$ cat src/pcsx_defs.svh
`ifndef PCSX_DEFS_SVH
`define PCSX_DEFS_SVH

// Register offsets on the plain register port.
`define PCSX_ADDR_W         8
`define PCSX_OFF_TEST_CTL   8'h19
`define PCSX_OFF_MISMATCH   8'h1A

// Reset values.
`define PCSX_TEST_CTL_RST   3'h0
`define PCSX_CNT_RST        32'h0000_0000

// Field positions of the test control register.
`define PCSX_BIT_TX_PAT     0
`define PCSX_BIT_RX_CHK     1
`define PCSX_BIT_CNT_CLR    2

// Control byte codes on the wide media-independent interface.
`define PCSX_CODE_IDLE      8'h07
`define PCSX_CODE_START     8'hFB
`define PCSX_CODE_TERM      8'hFD
`define PCSX_CODE_ERR       8'hFE

// Block types and sync headers of the 66-bit blocks.
`define PCSX_BT_IDLE        8'h1E
`define PCSX_BT_START       8'h78
`define PCSX_BT_TERM0       8'h87
`define PCSX_HDR_DATA       2'h1
`define PCSX_HDR_CTRL       2'h2

// Alignment marker spacing in cycles and scrambler taps.
`define PCSX_AM_INTERVAL    16384
`define PCSX_SCR_TAP_A      38
`define PCSX_SCR_TAP_B      57

`endif

$ cat src/pcsx_pkg.sv
package pcsx_pkg;

    typedef enum logic [1:0] {
        TXM_NORMAL  = 2'b00,
        TXM_PATTERN = 2'b01
    } pcsx_txm_e;

    typedef struct packed {
        logic cnt_clr;
        logic rx_chk;
        logic tx_pat;
    } pcsx_tctl_s;

    typedef logic [31:0] pcsx_word_t;

endpackage : pcsx_pkg

$ cat src/pcsx_tx_pattern.sv
`timescale 1ns/10ps
`include "pcsx_defs.svh"

// Scrambled idle source: idle control blocks through a scrambler that advances only on step.
module pcsx_tx_pattern import pcsx_pkg::*; #(
    parameter int WORDS = 5
) (
    input  wire logic                 clk,
    input  wire logic                 rst_n,
    input  wire logic                 step,
    output logic      [WORDS*64-1:0]  pat
);

    logic [57:0]         scr;
    logic [57:0]         next_scr;
    logic [WORDS*64-1:0] next_pat;

    always_comb begin
        logic [63:0] blk;
        logic        fb;
        blk      = {{56{1'b0}}, `PCSX_BT_IDLE};
        fb       = 1'b0;
        next_scr = scr;
        next_pat = '0;
        for (int w = 0; w < WORDS; w++) begin
            for (int b = 0; b < 64; b++) begin
                fb = blk[b] ^ next_scr[`PCSX_SCR_TAP_A] ^ next_scr[`PCSX_SCR_TAP_B];
                next_pat[w*64+b] = fb;
                next_scr = {next_scr[56:0], fb};
            end
        end
    end

    // The state starts from a constant; no seeding is needed.
    always_ff @(posedge clk or negedge rst_n) begin
        if (!rst_n) begin
            scr <= '0;
            pat <= '0;
        end else if (step) begin
            scr <= next_scr;
            pat <= next_pat;
        end
    end

endmodule : pcsx_tx_pattern

$ cat src/pcsx_rx_checker.sv
`timescale 1ns/10ps
`include "pcsx_defs.svh"

// Counts received blocks that are not scrambled-idle blocks after descrambling.
module pcsx_rx_checker import pcsx_pkg::*; #(
    parameter int WORDS = 5
) (
    input  wire logic                 clk,
    input  wire logic                 rst_n,
    input  wire logic                 check,
    input  wire logic                 clr,
    input  wire logic [WORDS*2-1:0]   hdr,
    input  wire logic [WORDS*64-1:0]  d,
    output logic      [7:0]           miss,
    output pcsx_word_t                count
);

    logic [32:0] sum;
    pcsx_word_t  next_count;

    always_comb begin
        miss = 8'h00;
        for (int w = 0; w < WORDS; w++) begin
            if (hdr[w*2+:2] != `PCSX_HDR_CTRL ||
                d[w*64+:64] != {{56{1'b0}}, `PCSX_BT_IDLE}) begin
                miss = miss + 8'h01;
            end
        end
        sum        = {1'b0, count} + {{25{1'b0}}, miss};
        next_count = sum[32] ? 32'hFFFF_FFFF : sum[31:0];
    end

    always_ff @(posedge clk or negedge rst_n) begin
        if (!rst_n) begin
            count <= `PCSX_CNT_RST;
        end else if (clr) begin
            count <= `PCSX_CNT_RST;
        end else if (check) begin
            count <= next_count;
        end
    end

endmodule : pcsx_rx_checker

$ cat src/pcsx_top.sv
`timescale 1ns/10ps
`include "pcsx_defs.svh"

// Contract
// - MII is 320 or 128 bits wide
// - Control bit 0 carries any data byte
// - Control 07 idle, fb start, fd end
// - Control fe marks corrupted or invalid blocks
// - Data w*64, control w*8, LSB first
// - Ready high when transmit bus accepts data
// - Transmit lanes stable status output to user
// - Receive words LSB and low word first
// - Receive valid exactly with valid blocks; code also needs alignment, and no RX_BER_HIGH while test bit 1 is clear
// - Lanes deskewed status output driven
// - Test bit 0 sends scrambled idle pattern
// - Pattern unseeded, input is idle block 1E
// - Pattern keeps sync headers and alignment markers
// - Checker uses lock, deskew, descrambling as normal
// - Error rate monitor off in receive test
// - Idle header and payload count as match
// - Each mismatched block adds one error
// - Test bit 1 enables receive checking
// - Counter at 1A, 32 bits, saturates
// - Test bit 2 clears the counter
// - Align only when deskewed; then blocks flow
module pcsx_top import pcsx_pkg::*; #(
    parameter int WORDS       = 5,
    parameter int AM_INTERVAL = `PCSX_AM_INTERVAL
) (
    input  wire logic                      CORE_CLK,
    input  wire logic                      RSTN,
    input  wire logic [`PCSX_ADDR_W-1:0]   REG_ADDR,
    input  wire logic [31:0]               REG_WDATA,
    input  wire logic                      REG_WR,
    input  wire logic                      REG_RD,
    output pcsx_word_t                     REG_RDATA,
    input  wire logic [WORDS*64-1:0]       TX_MII_D,
    input  wire logic [WORDS*8-1:0]        TX_MII_C,
    input  wire logic                      TX_MII_VALID,
    output logic                           TX_MII_READY,
    input  wire logic                      TX_LANE_LOCK,
    output logic                           TX_LANES_STABLE,
    input  wire logic                      TX_PCS_READY,
    output logic      [WORDS*64-1:0]       TX_PCS_D,
    output logic      [WORDS*8-1:0]        TX_PCS_C,
    output logic      [WORDS*2-1:0]        TX_PCS_HDR,
    output logic                           TX_PCS_VALID,
    output logic                           TX_PCS_AM,
    input  wire logic [WORDS*2-1:0]        RX_BLK_HDR,
    input  wire logic [WORDS*64-1:0]       RX_BLK_D,
    input  wire logic                      RX_BLK_VALID,
    input  wire logic                      RX_BLOCK_LOCK,
    input  wire logic                      RX_AM_LOCK,
    input  wire logic                      RX_DESKEW_DONE,
    input  wire logic                      RX_BER_HIGH,
    output logic      [WORDS*64-1:0]       RX_MII_D,
    output logic      [WORDS*8-1:0]        RX_MII_C,
    output logic                           RX_MII_VALID,
    output logic                           LANES_DESKEWED,
    output logic                           ALIGN_STATUS,
    output logic                           EXCESS_ERROR_RATE,
    output logic                           BER_MON_EN
);

    localparam int DW = WORDS * 64;
    localparam int CW = WORDS * 8;
    localparam int HW = WORDS * 2;

    logic          rst_meta;
    logic          rst_n;
    pcsx_tctl_s    tctl;
    pcsx_txm_e     txm;
    pcsx_txm_e     next_txm;
    logic          tx_take;
    logic          pat_step;
    logic [DW-1:0] pat;
    logic [31:0]   am_cnt;
    logic          align;
    logic          ber_gated;
    logic          rx_ok;
    logic          chk_en;
    logic [DW-1:0] dec_d;
    logic [CW-1:0] dec_c;
    logic [7:0]    mis_n;
    pcsx_word_t    mis_count;

    // Reset release through two flip-flops.
    always_ff @(posedge CORE_CLK or negedge RSTN) begin
        if (!RSTN) begin
            rst_meta <= 1'b0;
            rst_n    <= 1'b0;
        end else begin
            rst_meta <= 1'b1;
            rst_n    <= rst_meta;
        end
    end

    // Test control register writes.
    always_ff @(posedge CORE_CLK or negedge rst_n) begin
        if (!rst_n) begin
            tctl <= `PCSX_TEST_CTL_RST;
        end else if (REG_WR && REG_ADDR == `PCSX_OFF_TEST_CTL) begin
            tctl.tx_pat  <= REG_WDATA[`PCSX_BIT_TX_PAT];
            tctl.rx_chk  <= REG_WDATA[`PCSX_BIT_RX_CHK];
            tctl.cnt_clr <= REG_WDATA[`PCSX_BIT_CNT_CLR];
        end
    end

    // Register reads; data stand only in the cycle after the strobe.
    always_ff @(posedge CORE_CLK or negedge rst_n) begin
        if (!rst_n) begin
            REG_RDATA <= 32'h0000_0000;
        end else if (REG_RD) begin
            if (REG_ADDR == `PCSX_OFF_TEST_CTL) begin
                REG_RDATA <= 32'h0000_0000;
                REG_RDATA[`PCSX_BIT_TX_PAT]  <= tctl.tx_pat;
                REG_RDATA[`PCSX_BIT_RX_CHK]  <= tctl.rx_chk;
                REG_RDATA[`PCSX_BIT_CNT_CLR] <= tctl.cnt_clr;
            end else if (REG_ADDR == `PCSX_OFF_MISMATCH) begin
                REG_RDATA <= mis_count;
            end else begin
                REG_RDATA <= 32'h0000_0000;
            end
        end else begin
            REG_RDATA <= 32'h0000_0000;
        end
    end

    // Transmit source selection.
    always_comb begin
        case (txm)
            TXM_NORMAL:  next_txm = tctl.tx_pat ? TXM_PATTERN : TXM_NORMAL;
            TXM_PATTERN: next_txm = tctl.tx_pat ? TXM_PATTERN : TXM_NORMAL;
            default:     next_txm = TXM_NORMAL;
        endcase
    end

    always_ff @(posedge CORE_CLK or negedge rst_n) begin
        if (!rst_n) begin
            txm <= TXM_NORMAL;
        end else begin
            txm <= next_txm;
        end
    end

    function automatic logic [HW-1:0] tx_hdr(input logic [CW-1:0] c);
        logic [HW-1:0] h;
        h = '0;
        for (int w = 0; w < WORDS; w++) begin
            h[w*2+:2] = (|c[w*8+:8]) ? `PCSX_HDR_CTRL : `PCSX_HDR_DATA;
        end
        return h;
    endfunction : tx_hdr

    assign tx_take  = TX_MII_VALID && TX_MII_READY;
    assign pat_step = (txm == TXM_PATTERN) && TX_PCS_READY;

    // Ready follows the encoder slot, stable lanes and normal mode.
    always_ff @(posedge CORE_CLK or negedge rst_n) begin
        if (!rst_n) begin
            TX_MII_READY    <= 1'b0;
            TX_LANES_STABLE <= 1'b0;
        end else begin
            TX_MII_READY    <= TX_PCS_READY && TX_LANE_LOCK && !tctl.tx_pat;
            TX_LANES_STABLE <= TX_LANE_LOCK;
        end
    end

    pcsx_tx_pattern #(
        .WORDS (WORDS)
    ) u_pattern (
        .clk   (CORE_CLK),
        .rst_n (rst_n),
        .step  (pat_step),
        .pat   (pat)
    );

    // Transmit block register toward the encoder.
    always_ff @(posedge CORE_CLK or negedge rst_n) begin
        if (!rst_n) begin
            TX_PCS_VALID <= 1'b0;
            TX_PCS_D     <= '0;
            TX_PCS_C     <= '0;
            TX_PCS_HDR   <= '0;
        end else begin
            TX_PCS_VALID <= tx_take || pat_step;
            if (pat_step) begin
                TX_PCS_D   <= pat;
                TX_PCS_C   <= {CW{1'b1}};
                TX_PCS_HDR <= {WORDS{`PCSX_HDR_CTRL}};
            end else if (tx_take) begin
                TX_PCS_D   <= TX_MII_D;
                TX_PCS_C   <= TX_MII_C;
                TX_PCS_HDR <= tx_hdr(TX_MII_C);
            end
        end
    end

    // Alignment marker slots recur in both modes.
    always_ff @(posedge CORE_CLK or negedge rst_n) begin
        if (!rst_n) begin
            am_cnt    <= 32'h0000_0000;
            TX_PCS_AM <= 1'b0;
        end else begin
            TX_PCS_AM <= (am_cnt == 32'(AM_INTERVAL - 1));
            am_cnt    <= (am_cnt == 32'(AM_INTERVAL - 1)) ? 32'h0000_0000
                                                          : am_cnt + 32'h0000_0001;
        end
    end

    // Receive side.
    function automatic logic [71:0] decode_word(input logic [1:0]  hdr,
                                                input logic [63:0] d);
        logic [71:0] r;
        r = {8'hFF, {8{`PCSX_CODE_ERR}}};
        if (hdr == `PCSX_HDR_DATA) begin
            r = {8'h00, d};
        end else if (hdr == `PCSX_HDR_CTRL) begin
            if (d[7:0] == `PCSX_BT_IDLE) begin
                r = {8'hFF, {8{`PCSX_CODE_IDLE}}};
            end else if (d[7:0] == `PCSX_BT_START) begin
                r = {8'h01, d[63:8], `PCSX_CODE_START};
            end else if (d[7:0] == `PCSX_BT_TERM0) begin
                r = {8'hFF, {7{`PCSX_CODE_IDLE}}, `PCSX_CODE_TERM};
            end
        end
        return r;
    endfunction : decode_word

    assign align     = RX_BLOCK_LOCK && RX_AM_LOCK && RX_DESKEW_DONE;
    assign ber_gated = RX_BER_HIGH && !tctl.rx_chk;
    assign rx_ok     = RX_BLK_VALID && align && !ber_gated;
    assign chk_en    = RX_BLK_VALID && align && tctl.rx_chk;

    always_comb begin
        dec_d = '0;
        dec_c = '0;
        for (int w = 0; w < WORDS; w++) begin
            {dec_c[w*8+:8], dec_d[w*64+:64]} = decode_word(RX_BLK_HDR[w*2+:2],
                                                           RX_BLK_D[w*64+:64]);
        end
    end

    always_ff @(posedge CORE_CLK or negedge rst_n) begin
        if (!rst_n) begin
            RX_MII_VALID <= 1'b0;
            RX_MII_D     <= '0;
            RX_MII_C     <= '0;
        end else begin
            RX_MII_VALID <= rx_ok;
            if (rx_ok) begin
                RX_MII_D <= dec_d;
                RX_MII_C <= dec_c;
            end
        end
    end

    // Status outputs.
    always_ff @(posedge CORE_CLK or negedge rst_n) begin
        if (!rst_n) begin
            LANES_DESKEWED    <= 1'b0;
            ALIGN_STATUS      <= 1'b0;
            EXCESS_ERROR_RATE <= 1'b0;
            BER_MON_EN        <= 1'b0;
        end else begin
            LANES_DESKEWED    <= RX_DESKEW_DONE;
            ALIGN_STATUS      <= align;
            EXCESS_ERROR_RATE <= ber_gated;
            BER_MON_EN        <= !tctl.rx_chk;
        end
    end

    pcsx_rx_checker #(
        .WORDS (WORDS)
    ) u_checker (
        .clk   (CORE_CLK),
        .rst_n (rst_n),
        .check (chk_en),
        .clr   (tctl.cnt_clr),
        .hdr   (RX_BLK_HDR),
        .d     (RX_BLK_D),
        .miss  (mis_n),
        .count (mis_count)
    );
endmodule : pcsx_top

$ cat config.mk
export PLATFORM = sky130hd
export DESIGN_NAME = pcsx_top
export DESIGN_NICKNAME = d
export VERILOG_FILES = /design/src/pcsx_pkg.sv /design/src/pcsx_tx_pattern.sv /design/src/pcsx_rx_checker.sv /design/src/pcsx_top.sv
export VERILOG_INCLUDE_DIRS = /design/src /design/src/src
export SDC_FILE = /design/constraint.sdc
export NUM_CORES = 2
export LEC_CHECK = 0
export ABC_CLOCK_PERIOD_IN_PS = 37000
export BUFFER_PORTS_ARGS = -buffer_cell sky130_fd_sc_hd__buf_2
export CORE_AREA = 5 5 589 591
export CTS_CLUSTER_DIAMETER = 150
export DETAILED_ROUTE_END_ITERATION = 7
export DIE_AREA = 0 0 594 596
export GPL_ROUTABILITY_DRIVEN = 1
export GPL_TIMING_DRIVEN = 0
export PLACE_DENSITY_LB_ADDON = 0.08
export REMOVE_ABC_BUFFERS = 1
export SETUP_SLACK_MARGIN = 0.4
export SYNTH_ARGS = -nofsm -noshare
export SYNTH_HDL_FRONTEND = slang
export SYNTH_HIERARCHICAL = 1
export SYNTH_SLANG_ARGS = --single-unit
$ cat constraint.sdc
create_clock -name CORE_CLK -period 37 [get_ports CORE_CLK]
set_input_delay 1.85 -clock CORE_CLK [delete_from_list [all_inputs] [get_ports CORE_CLK]]
set_output_delay 1.85 -clock CORE_CLK [all_outputs]
set_load 0.05 [all_outputs]
==> run metrics <==
max layer used met5; Worst VDD drop 32.4 µV; crit end category flip-flop; Area Overhead vs Synth 36.1%; most frequent cells in the layout 1483 x buf_2, 1132 x nand2_1, 1129 x dfrtp_1; die area 354000 µm²; count of port buffers added during placement 1483; FF-to-FF End TX_PCS_D[223]; die height 596 µm; vias per cell 3.99; vias in the first global route 47800; Final Non-Filler Cells 11400; share of layout cells above drive strength 1 30.2%; Crit path required time 37.74 ns; RSZ-0062 raised after global routing no; Area after DPL 65200 µm²; Starting Density 15.2%; WL met3 21300 µm; routability cong. 0.888; Post-Synthesis Cell Area 51900 µm²; reg2reg setup slack 33.52 ns; Post-CTS Setup Repair Bufs 0; total power draw 5.92 mW; hold buffers post-CTS 0; PwrDens 83.8 nW/µm²; warnings from Yosys 6; largest net degree at the start of global routing 147; max_cap viols 0; Critical Path Sink u_checker/count[19]; Syn Inst Count 5383; grt ovf 0; skew final 0.0871 ns; first-pass iteration count of the detailed router 7; die width 594 µm; vias post-DR 45500; CTS tree yes; initial antenna violation count 149; first-pass GRT wire length 411000 µm; reg2reg start txm[0]; R2R cell count 10; # placed instances 11100; Leakage Power 33.1 nW; Final Critical Period 6.80 ns; All-Layer GR Usage 16.2%; CORE AREA 341000 µm²; Root Buffer clkbuf_16; Max FO, Critical Path 11; DRT met1 WL 123000 µm; fill count 38000; Rows 215; Clock Latency Late Sink 0.86 ns; CTS Buffer Depth 4; cts repair resizes 0; post-route cell area 70600 µm²; Slew HR 12.3%; Clock Pin Slew Worst Setup and Hold Paths 0.06 ns; Pins Over Slew Limit 0; critical path class in -> reg; final wirelength 298000 µm; num ports 1513; status completed; Avg WL per Cell 26.2 µm; First DRT Iteration DRCs 2563; crit path from RX_BLK_D[136]; met2 wire length 145000 µm; Mean Syn Cell Area 9.64 µm²; Startpoint Class input port; dpl ws 29.29 ns; worst setup margin 30.20 ns; Layout Utilization 20.7%; hpwl dp 232000 µm; DRT antenna net count 0; commonest non-fill, non-tap cell in the layout buf_2; Final Cycle Share 18.4%; Max H-tree Level 4; worst slew pin tran 1.31 ns; DRC errors left 0; clk sink count 1131; Arr. time, crit path 7.54 ns; Final Setup Violations 0; Hold Fails Final Rpt 0; type of the tightest min-delay check reg -> async; CTS Buf Count 163; Max Clk Rate 0.147 GHz; Post-layout nets 7439
per-layer routing:
layer / up-vias / track usage [%]
li1: 20800 / -
met1: 22800 / 19.4
met2: 1404 / 28.2
met3: 475 / 5.16
met4: 114 / 3.92
met5: - / 0
layout make-up:
type                            instances  area [µm²]  area share (%)
Antenna cell                           32        80.1           0.113
Clock buffer                          256        4950            7.01
Clock inverter                         37         394           0.558
Inverter                               46         185           0.262
Multi-Input combinational cell       3790       21700            30.7
Sequential cell                      1131       28300            40.1
Tap cell                             4557        5700            8.07
Timing Repair Buffer                 1555        9310            13.2
registers in the layout, summed over array words and instances (netlist names), 32 cells and up:
register / count
RX_MII_D: 320
TX_PCS_C: 40
am_cnt: 32
u_checker/count: 32
TX_PCS_D: 320
REG_RDATA: 32
u_pattern/scr: 57
u_pattern/pat: 263
per-stage QoR:
stage / TNS [ns] / hold WS [ns]
after global placement: - / 0.336
after CTS: 0 / 0.345
after floorplan: -624.27 / 0.331
final: 0 / 0.315
after detailed placement: 0 / 0.336
after global routing: 0 / 0.352
power breakdown:
group | switching, mW | internal (mW) | leakage [nW] | total [mW]
clock | 0.656 | 0.953 | 2.64 | 1.61
sequential | 0.329 | 1.55 | 14.1 | 1.88
combinational | 1.61 | 0.824 | 16.4 | 2.43
how the worst min path moves through the flow:
| stage | slack, ns | startpoint | endpoint | cells past startpoint |
|---|---|---|---|---|
| floorplan | 0.33 | rst_meta | rst_n | 0 |
| global placement | 0.34 | rst_meta | rst_n | 0 |
| detailed placement | 0.34 | rst_n | RX_MII_D[165] | 0 |
| CTS | 0.34 | rst_n | RX_MII_D[165] | 0 |
| global route | 0.35 | rst_meta | rst_n | 0 |
| finish | 0.31 | rst_n | RX_MII_D[165] | 0 |
worst max-delay path, cell delays in order:
cell and delay (ns):
buf_2 0.10, nor2_1 0.73, nand4_1 0.62, nor2_1 0.33, and3_1 0.27, nand3_1 0.12, a211oi_2 0.49, ha_1 0.33
mux2_2 0.27, ha_1 0.27, a21o_1 0.19, a21oi_1 0.26, o21ai_0 0.14, a21oi_1 0.80, nor3_1 0.26, and2_1 0.25
a211oi_1 0.23
Note: power is estimated with default switching activity, not from simulation.
